===== src/include/add_overhead_pkg.sv =====
package add_overhead_pkg;

  // ==========================================================
  // Register indices; byte address is four times the index
  // ==========================================================
  localparam logic [7:0] test_v1_index        = 8'hcc;
  localparam logic [7:0] test_v2_index        = 8'hcd;
  localparam logic [7:0] n2_value_index       = 8'hd1;
  localparam logic [7:0] k4_value_index       = 8'hd2;
  localparam logic [7:0] overhead_ctrl_index  = 8'hd3;
  localparam logic [7:0] k4_mode_index        = 8'hd5;
  localparam logic [7:0] line_option_index    = 8'hd6;
  localparam logic [7:0] status_index         = 8'hd7;

  // ==========================================================
  // Reset values
  // ==========================================================
  localparam logic [7:0] test_v1_reset        = 8'h00;
  localparam logic [7:0] test_v2_reset        = 8'h00;
  localparam logic [7:0] n2_value_reset       = 8'h00;
  localparam logic [7:0] k4_value_reset       = 8'h00;
  localparam logic [7:0] overhead_ctrl_reset  = 8'h00;
  localparam logic [7:0] k4_mode_reset        = 8'h00;
  localparam logic [7:0] line_option_reset    = 8'h00;

  // ==========================================================
  // Overhead control fields
  // ==========================================================
  localparam int tandem_ais_force_bit              = 7;
  localparam int tributary_ais_force_bit           = 6;
  localparam int test_pointer_select_bit           = 5;
  localparam int unequipped_generate_bit           = 4;
  localparam int unequipped_supervisory_select_bit = 3;
  localparam int tandem_connection_enable_bit      = 2;

  // K4 mode and line option fields
  localparam int k4_processor_control_bit = 1;
  localparam int three_bit_rdi_bit        = 0;
  localparam int symmetric_clock_bit      = 1;
  localparam int tu11_select_bit          = 2;
  localparam int supervisory_v5_rdi_bit   = 3;

  // Bus bit positions of overhead bits (bus bit 7 is overhead bit 1)
  localparam int n2_tc_ais_pos = 4;
  localparam int v5_rdi_pos    = 0;

  // ==========================================================
  // Fixed pointer bytes
  // ==========================================================
  localparam logic [7:0] tu12_v1 = 8'h68;
  localparam logic [7:0] tu12_v2 = 8'h69;
  localparam logic [7:0] tu11_v1 = 8'h6c;
  localparam logic [7:0] tu11_v2 = 8'h4e;
  localparam logic [7:0] all_ones  = 8'hff;
  localparam logic [7:0] all_zeros = 8'h00;

  // ==========================================================
  // Types
  // ==========================================================
  typedef enum logic [3:0] {
    kind_payload = 4'h0,
    kind_v1      = 4'h1,
    kind_v2      = 4'h2,
    kind_v3      = 4'h3,
    kind_v4      = 4'h4,
    kind_v5      = 4'h5,
    kind_j2      = 4'h6,
    kind_n2      = 4'h7,
    kind_k4      = 4'h8
  } byte_kind_type;

  typedef enum logic [1:0] {
    mode_normal      = 2'b00,
    mode_unequipped  = 2'b01,
    mode_supervisory = 2'b11,
    mode_ais         = 2'b10
  } mode_type;

endpackage


===== src/hw/tributary_add_overhead_insert.sv =====
// Notes on behaviour
// - Tandem disabled: sent N2 byte is the N2 register value.
// - Register bit 7 is overhead bit 1, bit 0 is overhead bit 8.
// - K4 processor control set: whole K4 register is sent.
// - Three-bit RDI outside supervisory: K4 bits 5-7 generated internally, register ignored.
// - Single-bit RDI: K4 bits 5-7 taken from the register.
// - Symmetric clock interface: K4 bits 1-2 supplied internally.
// - K4 bits 3, 4 and 8 always come from the register.
// - Tandem enabled and tandem AIS set: N2 bit 4 sent as one.
// - Tributary AIS sends all ones over the whole tributary.
// - Test pointer select sends test V1/V2 register values.
// - Test pointer never moves V5, overhead or payload positions.
// - Unequipped bit 0 is normal; 1 with supervisory 0 is unequipped.
// - Unequipped carries normal NDF, size 10/105 or 11/78 pointer.
// - Plain unequipped sends every non-pointer byte as zero.
// - Supervisory unequipped sends valid J2, V5 with BIP-2, label zero.
// - Supervisory unequipped sends N2 zero and zero payload.
// - Supervisory: V5 bit 8 and K4 bits 5-7 from processor values.
// - Control bit 3 selects supervisory, together with unequipped bit.
// - Tandem enable bit 2 low: tandem off, N2 from register.
`timescale 1ns/10ps
`default_nettype none

module tributary_add_overhead_insert (
  // Clock and reset
  input  wire logic        core_clk,
  input  wire logic        rst_n,
  // AHB-Lite slave
  input  wire logic        hsel,
  input  wire logic [31:0] haddr,
  input  wire logic [1:0]  htrans,
  input  wire logic        hwrite,
  input  wire logic [2:0]  hsize,
  input  wire logic [31:0] hwdata,
  input  wire logic        hready,
  output logic             hreadyout,
  output logic             hresp,
  output logic [31:0]      hrdata,
  // Tributary stream from upstream mapper
  input  wire logic        add_in_valid,
  input  wire logic [3:0]  add_in_kind,
  input  wire logic [7:0]  add_in_byte,
  // Internally generated overhead bits
  input  wire logic [2:0]  rdi_k4_bits,
  input  wire logic [1:0]  symmetric_k4_bits,
  // Tributary stream to the add bus
  output logic             add_out_valid,
  output logic [3:0]       add_out_kind,
  output logic [7:0]       add_out_byte
);

  // ==========================================================
  // State
  // ==========================================================
  typedef struct packed {
    logic                 hreadyout;
    logic                 hresp;
    logic [31:0]          hrdata;
    logic                 dp_write;
    logic [7:0]           dp_index;
    logic [7:0]           test_v1;
    logic [7:0]           test_v2;
    logic [7:0]           n2_value;
    logic [7:0]           k4_value;
    logic [7:0]           ctrl;
    logic [7:0]           k4_mode;
    logic [7:0]           line_option;
    add_overhead_pkg::mode_type mode;
    logic                 test_active;
    logic [1:0]           bip_acc;
    logic [1:0]           bip_last;
    logic                 out_valid;
    logic [3:0]           out_kind;
    logic [7:0]           out_byte;
  } state_type;

  state_type state_reg;
  state_type state_next;

  logic rst_meta_reg;
  logic rst_sync_reg;

  // ==========================================================
  // Reset release
  // ==========================================================
  // Two flops so release never lands close to a clock edge
  always_ff @(posedge core_clk or negedge rst_n) begin
    if (!rst_n) begin
      rst_meta_reg <= 1'b0;
      rst_sync_reg <= 1'b0;
    end else begin
      rst_meta_reg <= 1'b1;
      rst_sync_reg <= rst_meta_reg;
    end
  end

  // ==========================================================
  // Next state
  // ==========================================================
  logic [7:0]                 addr_index;
  logic                       addr_take;
  add_overhead_pkg::mode_type req_mode;
  add_overhead_pkg::mode_type use_mode;
  logic                       use_test;
  logic                       at_v1;
  logic [7:0]                 b;
  logic [7:0]                 k4;
  logic [7:0]                 rd;

  always_comb begin
    state_next = state_reg;
    addr_index = haddr[9:2];
    addr_take  = hsel && htrans[1] && hready;
    b          = add_in_byte;
    k4         = 8'h00;
    rd         = 8'h00;

    // Data phase write; registers hold new value by the next edge
    // Unmapped indices drop the write; the bus still sees OKAY
    if (state_reg.dp_write) begin
      case (state_reg.dp_index)
        add_overhead_pkg::test_v1_index: begin
          state_next.test_v1 = hwdata[7:0];
        end
        add_overhead_pkg::test_v2_index: begin
          state_next.test_v2 = hwdata[7:0];
        end
        add_overhead_pkg::n2_value_index: begin
          state_next.n2_value = hwdata[7:0];
        end
        add_overhead_pkg::k4_value_index: begin
          state_next.k4_value = hwdata[7:0];
        end
        add_overhead_pkg::overhead_ctrl_index: begin
          state_next.ctrl = hwdata[7:0];
        end
        add_overhead_pkg::k4_mode_index: begin
          state_next.k4_mode = hwdata[7:0];
        end
        add_overhead_pkg::line_option_index: begin
          state_next.line_option = hwdata[7:0];
        end
        default: begin
        end
      endcase
    end

    // Address phase; read data reflects a write in the same cycle
    state_next.dp_write = addr_take && hwrite;
    state_next.dp_index = addr_index;
    case (addr_index)
      add_overhead_pkg::test_v1_index: begin
        rd = state_next.test_v1;
      end
      add_overhead_pkg::test_v2_index: begin
        rd = state_next.test_v2;
      end
      add_overhead_pkg::n2_value_index: begin
        rd = state_next.n2_value;
      end
      add_overhead_pkg::k4_value_index: begin
        rd = state_next.k4_value;
      end
      add_overhead_pkg::overhead_ctrl_index: begin
        rd = state_next.ctrl;
      end
      add_overhead_pkg::k4_mode_index: begin
        rd = state_next.k4_mode;
      end
      add_overhead_pkg::line_option_index: begin
        rd = state_next.line_option;
      end
      // Status is read only; writes to it are dropped
      add_overhead_pkg::status_index: begin
        rd = {1'b0, state_reg.bip_last, state_reg.test_active,
              2'b00, state_reg.mode};
      end
      default: begin
        rd = 8'h00;
      end
    endcase
    if (addr_take && !hwrite) begin
      state_next.hrdata = {24'h000000, rd};
    end

    // Mode request, AIS first
    if (state_reg.ctrl[add_overhead_pkg::tributary_ais_force_bit]) begin
      req_mode = add_overhead_pkg::mode_ais;
    end else if (!state_reg.ctrl[
                   add_overhead_pkg::unequipped_generate_bit]) begin
      req_mode = add_overhead_pkg::mode_normal;
    end else if (state_reg.ctrl[
                   add_overhead_pkg::unequipped_supervisory_select_bit])
    begin
      req_mode = add_overhead_pkg::mode_supervisory;
    end else begin
      req_mode = add_overhead_pkg::mode_unequipped;
    end

    // Mode changes only at V1 so a multiframe is never mixed
    at_v1    = add_in_valid &&
               (add_in_kind == add_overhead_pkg::kind_v1);
    use_mode = at_v1 ? req_mode : state_reg.mode;
    use_test = at_v1 ?
      state_reg.ctrl[add_overhead_pkg::test_pointer_select_bit] :
      state_reg.test_active;
    if (at_v1) begin
      state_next.mode        = req_mode;
      state_next.test_active = use_test;
    end

    // Trade-off: internal K4 bits taken live, not latched per frame
    // K4 composition; bus bit 7 is overhead bit 1, so no swap needed
    k4 = state_reg.k4_value;
    if (!state_reg.k4_mode[add_overhead_pkg::k4_processor_control_bit])
    begin
      if (use_mode == add_overhead_pkg::mode_supervisory) begin
        k4[3:1] = state_reg.k4_value[3:1];
      end else if (state_reg.line_option[
                     add_overhead_pkg::three_bit_rdi_bit]) begin
        k4[3:1] = rdi_k4_bits;
      end else begin
        k4[3:1] = state_reg.k4_value[3:1];
      end
      if (state_reg.line_option[add_overhead_pkg::symmetric_clock_bit])
      begin
        k4[7:6] = symmetric_k4_bits;
      end
    end else begin
      k4 = state_reg.k4_value;
    end

    // Byte substitution; positions follow the input stream unchanged
    case (add_in_kind)
      add_overhead_pkg::kind_v1: begin
        if (use_test) begin
          b = state_reg.test_v1;
        end else if (state_reg.line_option[
                       add_overhead_pkg::tu11_select_bit]) begin
          b = add_overhead_pkg::tu11_v1;
        end else begin
          b = add_overhead_pkg::tu12_v1;
        end
      end
      add_overhead_pkg::kind_v2: begin
        if (use_test) begin
          b = state_reg.test_v2;
        end else if (state_reg.line_option[
                       add_overhead_pkg::tu11_select_bit]) begin
          b = add_overhead_pkg::tu11_v2;
        end else begin
          b = add_overhead_pkg::tu12_v2;
        end
      end
      add_overhead_pkg::kind_n2: begin
        if (!state_reg.ctrl[
              add_overhead_pkg::tandem_connection_enable_bit]) begin
          b = state_reg.n2_value;
        end else if (state_reg.ctrl[
                       add_overhead_pkg::tandem_ais_force_bit]) begin
          b[add_overhead_pkg::n2_tc_ais_pos] = 1'b1;
        end
        if (use_mode == add_overhead_pkg::mode_supervisory) begin
          b = add_overhead_pkg::all_zeros;
        end
      end
      add_overhead_pkg::kind_k4: begin
        b = k4;
      end
      add_overhead_pkg::kind_v5: begin
        if (use_mode == add_overhead_pkg::mode_supervisory) begin
          // BIP of the previous multiframe, label zero
          b = {state_reg.bip_last, add_in_byte[5:4], 3'b000,
               state_reg.line_option[
                 add_overhead_pkg::supervisory_v5_rdi_bit]};
        end
      end
      default: begin
      end
    endcase

    // Mode overrides; pointers survive unequipped generation
    case (use_mode)
      add_overhead_pkg::mode_unequipped: begin
        if (add_in_kind != add_overhead_pkg::kind_v1 &&
            add_in_kind != add_overhead_pkg::kind_v2) begin
          b = add_overhead_pkg::all_zeros;
        end
      end
      add_overhead_pkg::mode_supervisory: begin
        if (add_in_kind == add_overhead_pkg::kind_payload ||
            add_in_kind == add_overhead_pkg::kind_v3 ||
            add_in_kind == add_overhead_pkg::kind_v4) begin
          b = add_overhead_pkg::all_zeros;
        end
      end
      add_overhead_pkg::mode_ais: begin
        b = add_overhead_pkg::all_ones;
      end
      default: begin
      end
    endcase

    // Limitation: first multiframe after reset reports a zero BIP
    // BIP-2 over sent bytes except V1 to V4, closed at each V1
    if (add_in_valid) begin
      if (at_v1) begin
        state_next.bip_last = state_reg.bip_acc;
        state_next.bip_acc  = 2'b00;
      end else if (add_in_kind != add_overhead_pkg::kind_v2 &&
                   add_in_kind != add_overhead_pkg::kind_v3 &&
                   add_in_kind != add_overhead_pkg::kind_v4) begin
        state_next.bip_acc[1] = state_reg.bip_acc[1] ^
                                (b[7] ^ b[5] ^ b[3] ^ b[1]);
        state_next.bip_acc[0] = state_reg.bip_acc[0] ^
                                (b[6] ^ b[4] ^ b[2] ^ b[0]);
      end
    end

    // Idle cycles drive zero so the add bus never sees stale data
    // One-cycle pipeline to the add bus
    state_next.out_valid = add_in_valid;
    state_next.out_kind  = add_in_kind;
    state_next.out_byte  = add_in_valid ? b : add_overhead_pkg::all_zeros;
  end

  // ==========================================================
  // State register
  // ==========================================================
  // Bus response bits never change: zero wait states, always OKAY
  always_ff @(posedge core_clk or negedge rst_sync_reg) begin
    if (!rst_sync_reg) begin
      state_reg.hreadyout   <= 1'b1;
      state_reg.hresp       <= 1'b0;
      state_reg.hrdata      <= 32'h00000000;
      state_reg.dp_write    <= 1'b0;
      state_reg.dp_index    <= 8'h00;
      state_reg.test_v1     <= add_overhead_pkg::test_v1_reset;
      state_reg.test_v2     <= add_overhead_pkg::test_v2_reset;
      state_reg.n2_value    <= add_overhead_pkg::n2_value_reset;
      state_reg.k4_value    <= add_overhead_pkg::k4_value_reset;
      state_reg.ctrl        <= add_overhead_pkg::overhead_ctrl_reset;
      state_reg.k4_mode     <= add_overhead_pkg::k4_mode_reset;
      state_reg.line_option <= add_overhead_pkg::line_option_reset;
      state_reg.mode        <= add_overhead_pkg::mode_normal;
      state_reg.test_active <= 1'b0;
      state_reg.bip_acc     <= 2'b00;
      state_reg.bip_last    <= 2'b00;
      state_reg.out_valid   <= 1'b0;
      state_reg.out_kind    <= 4'h0;
      state_reg.out_byte    <= 8'h00;
    end else begin
      state_reg <= state_next;
    end
  end

  // ==========================================================
  // Outputs
  // ==========================================================
  // Every output comes straight from the state register
  assign hreadyout     = state_reg.hreadyout;
  assign hresp         = state_reg.hresp;
  assign hrdata        = state_reg.hrdata;
  assign add_out_valid = state_reg.out_valid;
  assign add_out_kind  = state_reg.out_kind;
  assign add_out_byte  = state_reg.out_byte;

endmodule

`default_nettype wire


===== config.mk =====
export PLATFORM = sky130hd
export DESIGN_NAME = tributary_add_overhead_insert
export DESIGN_NICKNAME = d
export VERILOG_FILES = /design/src/include/add_overhead_pkg.sv /design/src/hw/tributary_add_overhead_insert.sv
export SDC_FILE = /design/constraint.sdc
export NUM_CORES = 1
export LEC_CHECK = 0
export BUFFER_PORTS_ARGS = -buffer_cell sky130_fd_sc_hd__buf_2
export CORE_MARGIN = 2
export CORE_UTILIZATION = 54
export CTS_CLUSTER_DIAMETER = 30
export DETAILED_ROUTE_END_ITERATION = 10
export PLACE_DENSITY_LB_ADDON = 0.05
export SLEW_MARGIN = 25
export SYNTH_ARGS = -nofsm -noshare
export SYNTH_HDL_FRONTEND = slang
export SYNTH_SLANG_ARGS = --single-unit

===== constraint.sdc =====
create_clock -name core_clk -period 3.6 [get_ports core_clk]
set_clock_uncertainty 0.05 [all_clocks]
set_input_delay 0.54 -clock core_clk [delete_from_list [all_inputs] [get_ports core_clk]]
set_output_delay 0.54 -clock core_clk [all_outputs]
set_load 0.05 [all_outputs]

======== After elaboration in Yosys (flattened, before gate mapping) ========
Index checks and enable logic that the tools add are counted.
cells by class
  multiplexer cells ....................... 36
  eq/ne operators ......................... 29
  order comparisons ....................... 0
  shifts and indexed selects .............. 0
  div/mod/pow operators ................... 0
  multiply operators ...................... 0
  reduce and logical (&&, ||, !) cells .... 15
  bitwise operators ....................... 8
  $add $sub $neg .......................... 0
operator list
  cell                count
  $eq 8x8->1 const B  15
  $mux 8              14
  $pmux 8 s8          1
  $mux 56             1
  $pmux 8 s5          1
  $pmux 8 s3          1
  $mux 2              8
  $mux 3              5
  $eq 4x3->1 const B  3
  $eq 4x2->1 const B  2
  $logic_and 1x1->1   8
  $ne 4x2->1 const B  2
  $xor 1x1->1         8
  $mux 6              1
  $eq 2x2->1 const B  2
  $eq 4x1->1 const B  1
  $eq 4x4->1 const B  1
  $logic_not 4->1     1
  $mux 4              1
  $ne 4x1->1 const B  1
  $ne 4x3->1 const B  1
  $reduce_and 2->1    2
  $mux 1              3
  $eq 2x1->1 const B  1
  other kinds (3)     4
word-level totals
  bits in read-only memories .............. 0
  output and inout bits ................... 47
  word-level logic and storage cells ...... 107
  bits of input ports ..................... 92
  memories ................................ 0
  latch bits .............................. 0
  memory bits (writable) .................. 0
  register bits after elaboration ......... 95

======== Logic depth before layout (Yosys ltp) ========
  word-level depth ........................ 16
  mapped depth ............................ 12
  gate-level depth less buffers ........... 9

======== Worst setup path after synthesis ========
OpenSTA, ideal clock, no wires.
  path kind ............................... input to register
  from .................................... input add_in_kind[0]
  to ...................................... register state_reg[15] (netlist bit)
  data required time ...................... 3,430 ps
  arrival ................................. 2,813 ps
  stages on the path ...................... 11
  library setup time ...................... 120 ps
  setup slack ............................. 617 ps
  cell sequence ........................... clkbuf_2 -> or4b_1 -> buf_4 -> nor2_8 -> a31oi_2 -> mux2_4 -> a32oi_2 -> mux2_4 -> xnor3_1 -> a21oi_1 -> a31o_1
between the ends
  longest elaborated chain between the ends .. 14
ends and longest elaborated chain
  item                                       RTL line                                                                    text
  from (decl)                                tributary_add_overhead_insert.sv:41                                         input wire logic [3:0] add_in_kind,
  $eq 4x1->1                                 tributary_add_overhead_insert.sv:202, tributary_add_overhead_insert.sv:234
  $logic_and 1x1->1                          tributary_add_overhead_insert.sv:201                                        at_v1 = add_in_valid &&
  $mux 2                                     tributary_add_overhead_insert.sv:203                                        use_mode = at_v1 ? req_mode : state_reg.mode;
  $eq 2x2->1                                 -
  $mux 8, or another cell as far along       tributary_add_overhead_insert.sv:271                                        if (use_mode == add_overhead_pkg::mode_supervisory) begin
  $pmux 8 s5 or $mux 3 (tied branches)       tributary_add_overhead_insert.sv:234, tributary_add_overhead_insert.sv:215
  $mux 8, or another cell as far along       tributary_add_overhead_insert.sv:291                                        if (add_in_kind == add_overhead_pkg::kind_payload ||
  $pmux 8 s3, or another cell as far along   tributary_add_overhead_insert.sv:283                                        case (use_mode)
  $xor 1x1->1 or $pmux 8 s3 (tied branches)  tributary_add_overhead_insert.sv:316, tributary_add_overhead_insert.sv:283
  $xor 1x1->1 (2 in a row)                   tributary_add_overhead_insert.sv:316                                        (b[6] ^ b[4] ^ b[2] ^ b[0]);
  $xor 1x1->1                                tributary_add_overhead_insert.sv:315                                        state_next.bip_acc[0] = state_reg.bip_acc[0] ^
  $mux 2                                     tributary_add_overhead_insert.sv:310                                        end else if (add_in_kind != add_overhead_pkg::kind_v2 &&
  $mux 2                                     tributary_add_overhead_insert.sv:307                                        if (at_v1) begin
  to (signal assigned)                       tributary_add_overhead_insert.sv:353                                        state_reg <= state_next;
  to (decl)                                  tributary_add_overhead_insert.sv:77                                         state_type state_reg;
Parallel ways exist; a longest one is shown, timed or not. The select of a mux whose other input is x is not followed.
A chain may end at the register's enable or synchronous reset.

======== Worst setup path in the final report ========
  from .................................... input add_in_kind[1]
  to ...................................... register state_reg[15] (netlist bit)
Same word-level chain as after synthesis.

==> impl_metrics.json <==
{
  "vias": 4097,
  "cts_sinks": 95,
  "synth_seq_cells": 95,
  "viasPerCell": 5.75,
  "critical_path_arrival_ns": 3.11,
  "yosysWarnings": 0,
  "cts_tree": "built",
  "ir_drop_uv": 201,
  "cp_max_fo": 8,
  "diodes": 0,
  "clk_latency_ns": 0.37,
  "multi_input_area_um2": 2720,
  "r2r-start": "state_reg[79]$_DFF_PN0_",
  "setup_viol": 0,
  "max_slew_margin_pct": 52.9,
  "gp_congestion": 0.965,
  "fin_setup_tns_ns": 0,
  "end_kind": "flop",
  "drt_iter0_drc": 253,
  "grt_max_degree": 56,
  "timing.final.hold_violations": 0,
  "power.total_mw": 2.45,
  "areaGrowthSynthToFinish_pct": 9.70,
  "combPwrFrac_pct": 21.7,
  "synthArstFlopShare_pct": 100,
  "grt_pass1_vias": 4208,
  "netSwitchingFraction_pct": 32.7,
  "final_cell_mix": "94 x dfrtp_1, 69 x mux2_2, 60 x buf_2, 43 x nand2_1, 27 x conb_1",
  "hold_path_class": "input port to flop",
  "coreArea_um2": 9820,
  "yosys-top-cells-area": "dfrtp_1 43%, mux2_2 14%, buf_4 6.6%, nand2_1 2.9%, mux2i_1 2.4%",
  "die_x_um": 105,
  "io_buffers": 60,
  "antenna_left": 0,
  "overflow": 0,
  "critPathKind": "input port to flop",
  "finalWirelength_mm": 14.1,
  "hp-start": "haddr[7]",
  "tightestPinTransition_ns": 0.707,
  "die_h_um": 105,
  "post-dp-hpwl_mm": 10.8,
  "reg2reg_slack_ns": 0.82,
  "cts_resized": 0,
  "ys.flop_type": "dfrtp_1",
  "status": "complete, no violations",
  "initial_core_util_pct": 55.8,
  "power_frac_seq_pct": 48.9,
  "max_freq_ghz": 0.344,
  "n_fill_cell": 882,
  "path_clk_slew_ns": 0.09,
  "grt_antenna_before_repair": 0,
  "whs_path_depth": 1,
  "gr-usage-all-layers_pct": 26.8,
  "largest_reg_flops": 69,
  "seqCellArea_um2": 2380,
  "io_pins": 139,
  "clockBufferDepth": 2,
  "final_common_cell": "dfrtp_1",
  "post-route-min-period_ns": 2.90,
  "pwr-share-clk_pct": 29.4,
  "finalCritPeriodShare_pct": 80.7,
  "reg2regPathDepth": 7,
  "syn_area_um2": 5480,
  "rsz0062_at_grt": "no",
  "cap_violations": 0,
  "power_leakage_nw": 2.82,
  "synth.avg_cell_area_um2": 10.6,
  "row_count": 36,
  "h-tree-depth": 3,
  "wire_per_inst_um": 19.8,
  "drv_slew": 0,
  "worst_hold_path.endpoint": "state_reg[81]$_DFF_PN0_",
  "nets": 666,
  "synth_cell_types": 73,
  "synth_cells": 517,
  "p_int_mw": 1.65,
  "drive_gt1_share_pct": 32.6,
  "synth-seq-area-share_pct": 43.4,
  "fp.dieArea_um2": 11000,
  "cp-start-kind": "input port",
  "timing.rr.end": "hrdata[1]$_DFFE_PN0P_",
  "root_buffer": "clkbuf_8",
  "drc_errors": 0,
  "grt_pass1_wl_mm": 22.9,
  "drt_pass1_iterations": 4,
  "power_switching_mw": 0.802,
  "cp.required_ns": 3.81,
  "synth_top_area_cell": "dfrtp_1",
  "synth_top_cell_area_share_pct": 43.4,
  "final_util_pct": 61.2,
  "numCtsBuffers": 9,
  "p_per_area_nw_per_um2": 408,
  "synth_edf_count": 0
}
-- worst max-delay path, cell delays in order --
cell	delay, ns
buf_2	0.12
or4b_1	0.52
buf_4	0.20
o21ai_1	0.15
and2_1	0.37
o21ai_0	0.16
a32oi_2	0.25
mux2_4	0.32
xnor3_1	0.22
a21oi_1	0.07
a31o_1	0.19
-- worst max path at each step --
stage	from	to	depth (start not counted)
finish	add_in_kind[1]	state_reg[15]$_DFFE_PN0P_	11
global route	add_in_kind[1]	state_reg[15]$_DFFE_PN0P_	11
CTS	add_in_kind[1]	state_reg[15]$_DFFE_PN0P_	11
detailed placement	add_in_kind[1]	state_reg[15]$_DFFE_PN0P_	11
global placement	add_in_kind[1]	state_reg[15]$_DFFE_PN0P_	11
floorplan	add_in_kind[0]	state_reg[15]$_DFFE_PN0P_	11
-- area by class of cell --
class	count	share of cell area, %
Multi-Input combinational cell	370	45.3
Sequential cell	95	39.6
Timing Repair Buffer	87	8.41
Tap cell	133	2.77
Clock buffer	10	2.12
Clock inverter	6	1.12
Inverter	11	0.687
-- per-layer routing --
metal	track usage [%]	vias up	wire length (um)	share of wire (%)
li1	-	1929	-	-
met1	35.3	2014	6140	44
met2	46.2	132	6990	50
met3	3.31	22	612	4.3
met4	8.38	0	327	2.3
met5	0	-	0	0
-- metrics by stage --
step | cells | hold WS [ns] | setup slack [ns] | area, um2
2_1_floorplan | 542 | 0.194 | 0.617 | 5570
3_3_place_gp | 695 | 0.275 | 0.305 | 5810
3_5_place_dp | 695 | 0.278 | 0.297 | 5810
4_1_cts | 712 | 0.233 | 0.690 | 6010
5_1_grt | 712 | 0.231 | 0.566 | 6010
6_report | 712 | 0.234 | 0.695 | 6010
-- power groups by stage --
stage / Sequential (mW) / Clock [mW] / Combinational, mW
after global routing: 1.21 / 0.779 / 0.575
after detailed placement: 1.22 / 0 / 0.529
after floorplan: 1.20 / 0 / 0.427
after global placement: 1.22 / 0 / 0.524
after CTS: 1.20 / 0.727 / 0.532
final: 1.20 / 0.721 / 0.531
-- cells by family after synthesis --
family | count (synthesis) | synth area share, %
buffers and inverters | 77 | 8.65
AND/OR/NAND/NOR | 150 | 16.3
XOR/XNOR | 4 | 0.890
flip-flops | 95 | 43.4
AO/OA/AOI/OAI | 105 | 13.5
other | 2 | 0.137
multiplexers | 84 | 17.1
-- Yosys cell counts (all sizes together), types with 3 or more instances --
library cell,number
nor2b,14
nor4,3
a21boi,4
nand3b,5
a211oi,3
o211ai,4
nor3b,3
or2,4
o2111ai,3
nand3,8
a21o,6
o21ai,21
a41o,5
nand2,43
mux2,71
a21oi,25
nor4bb,3
a32oi,3
a41oi,4
nand4,5
clkbuf,14
and3,3
mux2i,13
nand4b,4
nor3,7
a22oi,5
dfrtp,95
and4,3
and2,9
or4b,3
buf,52
inv,10
nor2,13
nand2b,12
a31oi,4
-- timing repair --
| action | CTS | global route |
|---|---|---|
| hold buffers | 1 | 0 |
| endpoints found under the hold margin | 2 | 0 |
| buffers inserted | 0 | 0 |
Note: power is estimated with default switching activity, not from simulation.
